## src/hw/asr_regs.vh

```
// Register offsets, field positions, reset values and bus constants of the sample register map
`ifndef ASR_REGS_VH
`define ASR_REGS_VH

// ----------------------------------------------------------------------------
// Register offsets
// ----------------------------------------------------------------------------
`define ASR_ADDR_STATUS 8'h00
`define ASR_ADDR_X_HI 8'h01
`define ASR_ADDR_X_LO 8'h02
`define ASR_ADDR_Y_HI 8'h03
`define ASR_ADDR_Y_LO 8'h04
`define ASR_ADDR_Z_HI 8'h05
`define ASR_ADDR_Z_LO 8'h06
`define ASR_ADDR_RSVD_A 8'h07
`define ASR_ADDR_RSVD_B 8'h08
`define ASR_ADDR_QUEUE_SETUP 8'h09
`define ASR_ADDR_TRIG_MAP 8'h0a

// ----------------------------------------------------------------------------
// Reset values
// ----------------------------------------------------------------------------
`define ASR_RST_QUEUE_SETUP 8'h00
`define ASR_RST_TRIG_MAP 8'h00
`define ASR_RST_PTR 8'h00
`define ASR_READ_ZERO 8'h00

// ----------------------------------------------------------------------------
// Field positions
// ----------------------------------------------------------------------------
`define ASR_QMODE_HI 7
`define ASR_QMODE_LO 6
`define ASR_SAMPLE_HI_MSB 13
`define ASR_SAMPLE_HI_LSB 6
`define ASR_SAMPLE_LO_MSB 5
`define ASR_SAMPLE_LO_LSB 0
`define ASR_LO_PAD 2'b00

// ----------------------------------------------------------------------------
// Two-wire bus constants
// ----------------------------------------------------------------------------
`define ASR_SLAVE_BASE 6'b001110
`define ASR_BITS_PER_BYTE 4'h8
`define ASR_LAST_TX_BIT 4'h7

`endif

```

## src/hw/asr_next_addr.v

```verilog
// Register pointer auto-increment target, steered by queue mode and fast read
`timescale 1ns/1ns
`default_nettype none
`include "asr_regs.vh"

module asr_next_addr (
	input wire [7:0] cur_addr,
	input wire queue_active,
	input wire fast_read,
	output reg [7:0] next_addr
);

	// Default is plain increment; the sample block wraps back to status
	always @*
	begin
		next_addr = cur_addr + 8'h01;
		case (cur_addr)
			`ASR_ADDR_X_HI:
			begin
				if (queue_active)
					next_addr = `ASR_ADDR_X_HI; // Stay on the drain pointer
				else if (fast_read)
					next_addr = `ASR_ADDR_Y_HI; // Skip low byte
			end
			`ASR_ADDR_X_LO:
			begin
				if (fast_read)
					next_addr = `ASR_ADDR_STATUS;
			end
			`ASR_ADDR_Y_HI:
			begin
				if (fast_read && queue_active)
					next_addr = `ASR_ADDR_STATUS;
				else if (fast_read)
					next_addr = `ASR_ADDR_Z_HI;
			end
			`ASR_ADDR_Y_LO:
			begin
				if (fast_read)
					next_addr = `ASR_ADDR_STATUS;
			end
			`ASR_ADDR_Z_HI:
			begin
				if (fast_read)
					next_addr = `ASR_ADDR_STATUS;
			end
			`ASR_ADDR_Z_LO:
				next_addr = `ASR_ADDR_STATUS; // Last sample byte wraps
			default:
				next_addr = cur_addr + 8'h01;
		endcase
	end

endmodule // asr_next_addr

`default_nettype wire

```

## src/hw/asr_reg_map.v

```verilog
// Two-wire slave port and sample/status/queue-setup register map
`timescale 1ns/1ns
`default_nettype none
`include "asr_regs.vh"

module asr_reg_map (
	input wire clock,
	input wire sys_rst,
	input wire clk_en,
	input wire scl_in,
	input wire sda_in,
	output reg sda_out,
	output reg sda_oe_n,
	input wire address_select_input,
	input wire fast_read_enable,
	input wire [13:0] x_sample,
	input wire [13:0] y_sample,
	input wire [13:0] z_sample,
	input wire [7:0] sample_status,
	input wire [7:0] queue_status,
	output reg [7:0] queue_setup,
	output reg [7:0] capture_trigger_map,
	output reg [1:0] queue_operating_mode
);

	// ------------------------------------------------------------------------
	// States and byte kinds
	// ------------------------------------------------------------------------
	localparam [4:0] ST_IDLE = 5'b00001;
	localparam [4:0] ST_RX = 5'b00010;
	localparam [4:0] ST_ACK = 5'b00100;
	localparam [4:0] ST_TX = 5'b01000;
	localparam [4:0] ST_RACK = 5'b10000;

	localparam [2:0] KIND_DEV = 3'b001;
	localparam [2:0] KIND_REG = 3'b010;
	localparam [2:0] KIND_DATA = 3'b100;

	// ------------------------------------------------------------------------
	// Declarations
	// ------------------------------------------------------------------------
	wire [2:0] pins_s;
	wire scl_s;
	wire sda_s;
	wire asel_s;
	wire scl_rise;
	wire scl_fall;
	wire bus_start;
	wire bus_stop;
	wire queue_active;
	wire [7:0] ptr_next;
	wire [6:0] own_addr;
	reg scl_p_r;
	reg sda_p_r;
	reg [4:0] state_r;
	reg [2:0] kind_r;
	reg [3:0] bitcnt_r;
	reg [7:0] shift_r;
	reg [7:0] tx_r;
	reg [7:0] ptr_r;
	reg rw_r;
	reg [7:0] rdata;

	// ------------------------------------------------------------------------
	// Pin synchronisers
	// ------------------------------------------------------------------------
	// Bus lines and the address strap are asynchronous to our clock
	asr_sync2 #(
		.W(3)
	) u_sync (
		.clock(clock),
		.sys_rst(sys_rst),
		.clk_en(clk_en),
		.async_in({address_select_input, sda_in, scl_in}),
		.sync_out(pins_s)
	);

	assign scl_s = pins_s[0];
	assign sda_s = pins_s[1];
	assign asel_s = pins_s[2];

	// Edge and condition detection on synchronised lines only
	assign scl_rise = scl_s & ~scl_p_r;
	assign scl_fall = ~scl_s & scl_p_r;
	assign bus_start = scl_s & scl_p_r & sda_p_r & ~sda_s;
	assign bus_stop = scl_s & scl_p_r & ~sda_p_r & sda_s;

	// Strap picks the low address bit
	assign own_addr = {`ASR_SLAVE_BASE, asel_s};

	// Queue mode lives in the top two bits of the queue setup register
	assign queue_active = (queue_setup[`ASR_QMODE_HI:`ASR_QMODE_LO] != 2'b00);

	// ------------------------------------------------------------------------
	// Auto-increment target
	// ------------------------------------------------------------------------
	asr_next_addr u_next (
		.cur_addr(ptr_r),
		.queue_active(queue_active),
		.fast_read(fast_read_enable),
		.next_addr(ptr_next)
	);

	// ------------------------------------------------------------------------
	// Read data multiplexer
	// ------------------------------------------------------------------------
	// Samples come from logic on this clock, so they are read directly
	always @*
	begin
		rdata = `ASR_READ_ZERO;
		case (ptr_r)
			`ASR_ADDR_STATUS:
				rdata = queue_active ? queue_status : sample_status;
			`ASR_ADDR_X_HI:
				rdata = x_sample[`ASR_SAMPLE_HI_MSB:`ASR_SAMPLE_HI_LSB];
			`ASR_ADDR_X_LO:
				rdata = {x_sample[`ASR_SAMPLE_LO_MSB:`ASR_SAMPLE_LO_LSB], `ASR_LO_PAD};
			`ASR_ADDR_Y_HI:
				rdata = y_sample[`ASR_SAMPLE_HI_MSB:`ASR_SAMPLE_HI_LSB];
			`ASR_ADDR_Y_LO:
				rdata = {y_sample[`ASR_SAMPLE_LO_MSB:`ASR_SAMPLE_LO_LSB], `ASR_LO_PAD};
			`ASR_ADDR_Z_HI:
				rdata = z_sample[`ASR_SAMPLE_HI_MSB:`ASR_SAMPLE_HI_LSB];
			`ASR_ADDR_Z_LO:
				rdata = {z_sample[`ASR_SAMPLE_LO_MSB:`ASR_SAMPLE_LO_LSB], `ASR_LO_PAD};
			`ASR_ADDR_RSVD_A:
				rdata = `ASR_READ_ZERO;
			`ASR_ADDR_RSVD_B:
				rdata = `ASR_READ_ZERO;
			`ASR_ADDR_QUEUE_SETUP:
				rdata = queue_setup;
			`ASR_ADDR_TRIG_MAP:
				rdata = capture_trigger_map;
			default:
				rdata = `ASR_READ_ZERO; // Unmapped offsets read zero
		endcase
	end

	// ------------------------------------------------------------------------
	// Line history for edge detection
	// ------------------------------------------------------------------------
	always @(posedge clock or posedge sys_rst)
	begin
		if (sys_rst)
		begin
			scl_p_r <= 1'b1;
			sda_p_r <= 1'b1;
		end
		else if (clk_en)
		begin
			scl_p_r <= scl_s;
			sda_p_r <= sda_s;
		end
	end

	// ------------------------------------------------------------------------
	// Bus protocol engine
	// ------------------------------------------------------------------------
	// Start and stop win over any clock edge seen in the same cycle. The data
	// line only ever changes just after a clock fall, so it is stable while
	// the clock is high, as the bus requires.
	always @(posedge clock or posedge sys_rst)
	begin
		if (sys_rst)
		begin
			state_r <= ST_IDLE;
			kind_r <= KIND_DEV;
			bitcnt_r <= 4'h0;
			shift_r <= 8'h00;
			tx_r <= 8'h00;
			ptr_r <= `ASR_RST_PTR;
			rw_r <= 1'b0;
			sda_out <= 1'b0;
			sda_oe_n <= 1'b1;
			queue_setup <= `ASR_RST_QUEUE_SETUP;
			capture_trigger_map <= `ASR_RST_TRIG_MAP;
		end
		else if (clk_en)
		begin
			sda_out <= 1'b0; // Open drain: only ever pulls low
			if (bus_start)
			begin
				// Start or repeated start keeps the pointer for random reads
				state_r <= ST_RX;
				kind_r <= KIND_DEV;
				bitcnt_r <= 4'h0;
				sda_oe_n <= 1'b1;
			end
			else if (bus_stop)
			begin
				state_r <= ST_IDLE;
				sda_oe_n <= 1'b1;
			end
			else
			begin
				case (state_r)
					ST_IDLE:
						sda_oe_n <= 1'b1;
					ST_RX:
					begin
						if (scl_rise)
						begin
							shift_r <= {shift_r[6:0], sda_s};
							bitcnt_r <= bitcnt_r + 4'h1;
						end
						else if (scl_fall && bitcnt_r == `ASR_BITS_PER_BYTE)
						begin
							bitcnt_r <= 4'h0;
							if (kind_r == KIND_DEV)
							begin
								if (shift_r[7:1] == own_addr)
								begin
									rw_r <= shift_r[0];
									state_r <= ST_ACK;
									sda_oe_n <= 1'b0; // Acknowledge address
								end
								else
									state_r <= ST_IDLE; // Not ours: stay off the bus
							end
							else if (kind_r == KIND_REG)
							begin
								ptr_r <= shift_r;
								state_r <= ST_ACK;
								sda_oe_n <= 1'b0;
							end
							else
							begin
								// Writes to read-only or reserved offsets are dropped
								if (ptr_r == `ASR_ADDR_QUEUE_SETUP)
									queue_setup <= shift_r;
								if (ptr_r == `ASR_ADDR_TRIG_MAP)
									capture_trigger_map <= shift_r;
								ptr_r <= ptr_next; // Burst write advance
								state_r <= ST_ACK;
								sda_oe_n <= 1'b0;
							end
						end
					end
					ST_ACK:
					begin
						// Hold low through the ninth clock high; on its fall let go, or for a read drive the first data bit
						if (scl_fall)
						begin
							if (kind_r == KIND_DEV && rw_r)
							begin
								tx_r <= rdata;
								sda_oe_n <= rdata[7];
								state_r <= ST_TX;
							end
							else
							begin
								sda_oe_n <= 1'b1;
								state_r <= ST_RX;
								kind_r <= (kind_r == KIND_DEV) ? KIND_REG : KIND_DATA;
							end
						end
					end
					ST_TX:
					begin
						if (scl_fall)
						begin
							if (bitcnt_r == `ASR_LAST_TX_BIT)
							begin
								bitcnt_r <= 4'h0;
								sda_oe_n <= 1'b1; // Release for host acknowledge
								state_r <= ST_RACK;
							end
							else
							begin
								bitcnt_r <= bitcnt_r + 4'h1;
								tx_r <= {tx_r[6:0], 1'b0};
								sda_oe_n <= tx_r[6]; // MSB first, one released = one
							end
						end
					end
					ST_RACK:
					begin
						if (scl_rise && !sda_s)
							ptr_r <= ptr_next; // Host acknowledged: advance
						else if (scl_rise)
							state_r <= ST_IDLE; // Host NAK ends the read
						else if (scl_fall)
						begin
							// Pointer already advanced on the rise, so fetch from it
							tx_r <= rdata;
							sda_oe_n <= rdata[7];
							state_r <= ST_TX;
						end
					end
					default:
					begin
						state_r <= ST_IDLE;
						sda_oe_n <= 1'b1;
					end
				endcase
			end
		end
	end

	// ------------------------------------------------------------------------
	// Mode output
	// ------------------------------------------------------------------------
	// Registered copy of the queue mode for the capture logic downstream
	always @(posedge clock or posedge sys_rst)
	begin
		if (sys_rst)
			queue_operating_mode <= 2'b00;
		else if (clk_en)
			queue_operating_mode <= queue_setup[`ASR_QMODE_HI:`ASR_QMODE_LO];
	end

endmodule // asr_reg_map

`default_nettype wire

```

## src/hw/asr_sync2.v

```verilog
// Two-flop synchroniser for pin inputs, frozen by the clock enable
`timescale 1ns/1ns
`default_nettype none

module asr_sync2 #(
	parameter W = 3
) (
	input wire clock,
	input wire sys_rst,
	input wire clk_en,
	input wire [W-1:0] async_in,
	output reg [W-1:0] sync_out
);

	reg [W-1:0] meta_r;

	// First stage feeds only the second; idle bus lines read high after reset
	always @(posedge clock or posedge sys_rst)
	begin
		if (sys_rst)
		begin
			meta_r <= {W{1'b1}};
			sync_out <= {W{1'b1}};
		end
		else if (clk_en)
		begin
			meta_r <= async_in;
			sync_out <= meta_r;
		end
	end

endmodule // asr_sync2

`default_nettype wire
```

## config.mk

```make
export PLATFORM = sky130hd
export DESIGN_NAME = asr_reg_map
export DESIGN_NICKNAME = d
export VERILOG_FILES = /design/src/hw/asr_next_addr.v /design/src/hw/asr_reg_map.v /design/src/hw/asr_sync2.v
export VERILOG_INCLUDE_DIRS = /design/src /design/src/hw
export SDC_FILE = /design/constraint.sdc
export NUM_CORES = 1
export LEC_CHECK = 0
export BUFFER_PORTS_ARGS = -buffer_cell sky130_fd_sc_hd__buf_2
export CAP_MARGIN = 20
export CORE_MARGIN = 2
export CORE_UTILIZATION = 45
export DETAILED_ROUTE_END_ITERATION = 16
export PLACE_DENSITY_LB_ADDON = 0.08
export SLEW_MARGIN = 10
export SYNTH_ARGS = -nofsm -noshare
export SYNTH_HDL_FRONTEND = slang
export SYNTH_SLANG_ARGS = --single-unit
```

## constraint.sdc

```tcl
create_clock -name clock -period 2.7 [get_ports clock]
set_input_delay 0.405 -clock clock [delete_from_list [all_inputs] [get_ports clock]]
set_output_delay 0.405 -clock clock [all_outputs]
set_load 0.01 [all_outputs]
```

# == After elaboration in Yosys (flattened, before gate mapping) ==
# Cells that the tools add are included.
# classes
mux,63
reduce_logical,23
order_cmp,0
div,0
add_sub_neg,2
bitwise,16
n_eq_ne,44
shifts,0
multipliers,0
# op_table
op,n
8-bit 2-to-1 mux,11
8-bit case mux with 9 select lines,1
5-bit 2-to-1 mux,11
7-bit 2-to-1 mux,7
4-bit inequality test (second input constant),9
9-bit AND reduction,4
8-bit case mux with 4 select lines,1
4-bit 2-to-1 mux,7
2-bit inequality test (second input constant),13
5-bit case mux with 5 select lines,1
8-bit by 3-bit equality test with 1-bit output (second input constant),3
3-bit 2-to-1 mux,7
7-bit case mux with 3 select lines,1
8-bit by 2-bit equality test with 1-bit output (second input constant),2
8-bit by 4-bit equality test with 1-bit output (second input constant),2
8-bit case mux with 2 select lines,1
8-bit AND reduction,2
5-bit AND reduction,3
1-bit 2-to-1 mux,13
11-bit AND reduction,1
5-bit inequality test (second input constant),2
1-bit NOT,9
8-bit by 1-bit adder with 8-bit output (second input constant),1
8-bit by 1-bit equality test with 1-bit output (second input constant),1
21 further kinds,35
# totals
output_inout_bits,20
mem_bits_rw,0
latchBits,0
regBits,63
input_bits,65
n_memories,0
mem_bits_ro,0

# == Longest topological paths before layout ==
# logic_depth
word_depth,9
mapped_depth,10
mapped_depth_nobuf,8

# == By module ==
# A second synthesis with hierarchy kept.
# hier_totals
hier_cells,453
area_unflattened_um2,4295.4
# modules_own_cells
module,instances,seq_area_each_um2,area_per_inst_um2,cells_per_inst
asr_reg_map,1,1432.6,3702.3,390
asr_next_addr,1,0.0,330.3,49
asr_sync2,1,157.7,262.8,14

# == Worst setup path after synthesis ==
# OpenSTA, ideal clock, no wires.
# synth_timing
kind,register -> register
from,register scl_p_r
to,register queue_setup[0]
slack_ns,0.324
arrival_time_ns,2.251
path_stages_with_launch,9
n_path_buf,1
synth_period_minus_slack_ns,2.376
cell_sequence,dfstp_2 > inv_1 > ha_1 > nor4b_1 > nand2_1 > nor4_2 > and2_1 > buf_2 > mux2_2
# synth_via
elab_chain_cells,5
elab_cells_between_ends,13
classes_between,11 x bitwise; 2 x reduce/logical
# synth_lines
element,line,source
start: declaration,asr_reg_map.v:53,reg scl_p_r;
start signal: assignment,asr_reg_map.v:151,scl_p_r <= scl_s;
1-bit AND,"asr_reg_map.v:85, asr_reg_map.v:86",
"1-bit AND, on equally long branches (2 in series)","asr_reg_map.v:86, asr_reg_map.v:85",
1-bit NOT (no source line),-,
9-bit AND reduction (no source line) (*),-,
end signal: assignment,asr_reg_map.v:175,queue_setup <= `ASR_RST_QUEUE_SETUP;
end signal: assignment,asr_reg_map.v:230,queue_setup <= shift_r;
end: declaration,asr_reg_map.v:21,"output reg [7:0] queue_setup,"
# Every way passes the cells marked *; elsewhere a longest branch is shown, timed or not.
# A chain may end at the register's enable or synchronous reset.

# == Worst setup path after layout ==
# layout_timing
from,register scl_p_r
to,register capture_trigger_map[2]
# layout_via
elab_chain_cells,5
elab_cells_between_ends,13
classes_between,11 x bitwise; 2 x reduce/logical
# layout_lines
element,line,source
1-bit AND,"asr_reg_map.v:85, asr_reg_map.v:86",
"1-bit AND, on equally long branches (2 in series)","asr_reg_map.v:86, asr_reg_map.v:85",
1-bit NOT (no source line),-,
9-bit AND reduction (no source line) (*),-,
end signal: assignment,asr_reg_map.v:176,capture_trigger_map <= `ASR_RST_TRIG_MAP;
end signal: assignment,asr_reg_map.v:232,capture_trigger_map <= shift_r;
end: declaration,asr_reg_map.v:22,"output reg [7:0] capture_trigger_map,"
# Marks and branches as above.

==> key figures <==
Yosys
  – Ys async rst share: 100%
  – Syn avg cell area: 9.17 um^2
  – Ys flop type: dfrtp_1
  – YS warnings: 0
  – Synth cell types: 61
  – Cell taking the most area after synthesis: dfrtp_1
  – Area fraction of the dominant cell type after synthesis: 31.2%
  – Register area share after synthesis: 38.1%
  – Synthesized area: 4170 um^2
  – EDFF count, synth: 0
  – Largest cells by area after synthesis: dfrtp_1 (31%), mux2_2 (11%), dfstp_2 (6.9%), o21ai_0 (4.1%), a21oi_1 (3.1%)
  – Cells after Synth: 455
  – Syn_nets: 529
  – FF+latch count, synth: 63

Run
  – Max-Cap Viols: 0

Pwr
  – Pwr/cell area: 458 nW/um^2
  – Overall power: 2.28 mW
  – Static Leak: 2.30 nW
  – Worst VDD drop: 0.310 mV

STA
  – Max transition margin: 65.4%
  – Unrepaired setup endpoints after global routing: no
  – Worst slew pin tran: 514 ps
  – Total negative slack: 0 ps
  – Slew Limit Fails: 0
  – Final setup violation count: 0
  – Period utilization: 93.7%
  – Maximum clock rate: 0.395 GHz
  – Final Hold Vio Count: 0
  – Clock Skew: 11.5 ps
  – Final Critical Period: 2530 ps

Critical path
  – Setup CP Type: flip-flop to flip-flop
  – Critical Path Max Stage Delay: 550 ps
  – Worst path buffer plus inverter count: 1
  – Crit Path Max Fanout: 8
  – Arr. time, crit path: 2750 ps
  – Crit-path cells: inv_1 > ha_1 > nor4b_1 > nand2_1 > nor4_4 > nand4_2 > mux2_2
  – Worst path required time: 2920 ps
  – CP max stage cell: dfstp_2
  – CP startpoint kind: flip-flop
  – CP delay by family, top: simple AND/OR/NAND/NOR gates
  – Endpoint class of the critical path: flip-flop

Clocking
  – Setup Fix Bufs, Post-CTS: 0
  – CTS root buffer: clkbuf_8
  – CTS tree: yes
  – Clock Sinks: 63
  – H-tree depth: 3
  – Clk slew on worst S/H paths: 80 ps
  – Clk buf depth: 2
  – Hold Buf Count CTS: 0
  – Worst-Skew Late Latency: 350 ps
  – Clock buffer count from CTS: 9

Drt
  – DR WL/cell: 19.4 um
  – Initial drt markers: 243
  – # DRC: 0
  – Detailed Routing Iterations Pass 1: 5
  – Vias/cell: 6.09
  – Vias: 4,002
  – Routed wire length: 12,700 um
  – Post-DRT Antenna Nets: 0

Floorplan
  – Initial Util: 45.8%
  – Total die area: 10,100 um^2
  – Row Count: 35
  – Die W: 100 um
  – CORE AREA: 9110 um^2
  – Die H: 100 um
  – I/O Pins: 85

Global routing
  – Initial antenna violation count: 0
  – First-pass GRT wire length: 20,100 um
  – Vias in the first global route: 3,799
  – Global route total overflow: 0
  – Gr usage total: 25.9%
  – Largest net degree at the start of global routing: 23

Placed design
  – I/O Buffers: 83
  – Detail Placement HPWL: 9650 um
  – Global placer's final weighted congestion: 0.947

Layout
  – Multi-input gate area: 2400 um^2
  – Total Nets Final: 615
  – Syn-to-layout area delta: 19.0%
  – Most frequent cells in the layout: buf_2 (83), dfrtp_1 (52), mux2_2 (41), o21ai_0 (34)
  – Share of cells above drive strength 1: 33.3%
  – Seq. cell area: 1590 um^2
  – Commonest non-fill, non-tap cell in the layout: buf_2
  – Fill cell count: 846
  – Inserted Diodes: 0

Status
  – Status: completed

Min path
  – Hold crit path type: input pin to asynchronous set/reset pin
-- worst register-to-register path, delay by kind of cell, from the launching register on --
| kind | cells | cell delay, ps |
|---|---|---|
| simple gates | 4 | 1260 |
| fa+ha+maj | 1 | 200 |
| buf+inv | 1 | 60 |
| flops | 1 | 550 |
| mux | 1 | 360 |
-- synthesized netlist by cell type, types with 4 or more instances --
library cell and count:
mux2i_1 12, buf_1 5, nand4_1 6, and3_1 7, nor4_1 4, clkbuf_1 17
nand2_1 29, ha_1 9, a21oi_1 26, a22oi_1 14, buf_2 7, a31oi_1 10
nand3_1 19, o22ai_1 6, dfstp_2 11, dfrtp_1 52, mux2_2 41, o31ai_1 6
inv_1 19, nor2b_1 9, nor2_1 29, nor3_1 8, a22o_1 8, and2_1 4
o21ai_0 34, a21o_1 5, nand2b_1 6, a32oi_1 4
-- flip-flops by register name, indices dropped and copies added (netlist names), 2 cells and up --
| signal | cells |
|---|---|
| queue_operating_mode | 2 |
| kind_r | 3 |
| shift_r | 8 |
| ptr_r | 8 |
| tx_r | 7 |
| u_sync.sync_out | 3 |
| state_r | 5 |
| capture_trigger_map | 8 |
| bitcnt_r | 4 |
| u_sync.meta_r | 3 |
| queue_setup | 8 |
-- routing by layer --
layer | routed length, um | vias up | global-route usage [%]
li1 | - | 1875 | -
met1 | 5660 | 1901 | 35.0
met2 | 5670 | 201 | 39.9
met3 | 1030 | 25 | 5.64
met4 | 393 | 0 | 11.6
met5 | 0 | - | 0
-- through the flow --
step                setup slack, ps  instance area (um^2)  utilization, %  hold WS (ps)  std cells
floorplan                       324                  4170               -           455        455
global placement                152                  4770            52.4           445        641
detailed placement             57.9                  4770            52.4           453        641
CTS                            31.6                  4960            54.4          69.0        657
global route                   52.0                  4970            54.5          84.1        657
finish                          170                  4970            54.5          61.9        657
-- path summary, 6_finish.rpt --
kind | start | to | slack, ps | cells after the start
worst max-delay path | scl_p_r$_DFFE_PP1P_ | capture_trigger_map[2]$_DFFE_PP0P_ | 170 | 7
worst min-delay path | sys_rst | ptr_r[6]$_DFFE_PP0P_ | 60 | 2
worst max register to register | scl_p_r$_DFFE_PP1P_ | capture_trigger_map[2]$_DFFE_PP0P_ | 170 | 7
worst min register to register | sda_oe_n$_DFFE_PP1P_ | sda_oe_n$_DFFE_PP1P_ | 480 | 2
max in group asynchronous | sys_rst | sda_oe_n$_DFFE_PP1P_ | 1890 | 3
min in group clock | sda_in | u_sync.meta_r[1]$_DFFE_PP1P_ | 290 | 2
-- power by group --
group / leakage [nW] / internal, mW / switching, mW
registers: 0.805 / 1.02 / 0.0762
clock network: 0.0849 / 0.361 / 0.403
logic: 1.41 / 0.194 / 0.222
total: 2.30 / 1.58 / 0.701
-- what timing repair did --
| action | in CTS | in global routing |
|---|---|---|
| hold endpoints to repair | 0 | 0 |
| setup endpoints to repair | 0 | 8 |
| gates resized for setup | 0 | 3 |
-- logic make-up (layout without fill, tap and decap cells) --
kind of cell               after synthesis  after routing  share of synthesized area (%)
AOI/OAI and AO/OA                      139            139                           22.5
and+or+nand+nor                        137            137                           17.2
DFF                                     63             63                           38.1
muxes                                   53             53                           13.9
buffers and inverters                   49            140                           4.71
adders and majority gates                9              9                           2.70
xor gates and xnor gates                 4              4                          0.839
other                                    1              1                         0.0898
-- layout make-up --
type | count | share of cell area [%]
Multi-Input combinational cell | 343 | 48.4
Sequential cell | 63 | 32.0
Timing Repair Buffer | 105 | 11.7
Tap cell | 111 | 2.80
Clock buffer | 10 | 2.77
Inverter | 19 | 1.44
Clock inverter | 6 | 0.907
(Power assumes the default switching activity.)
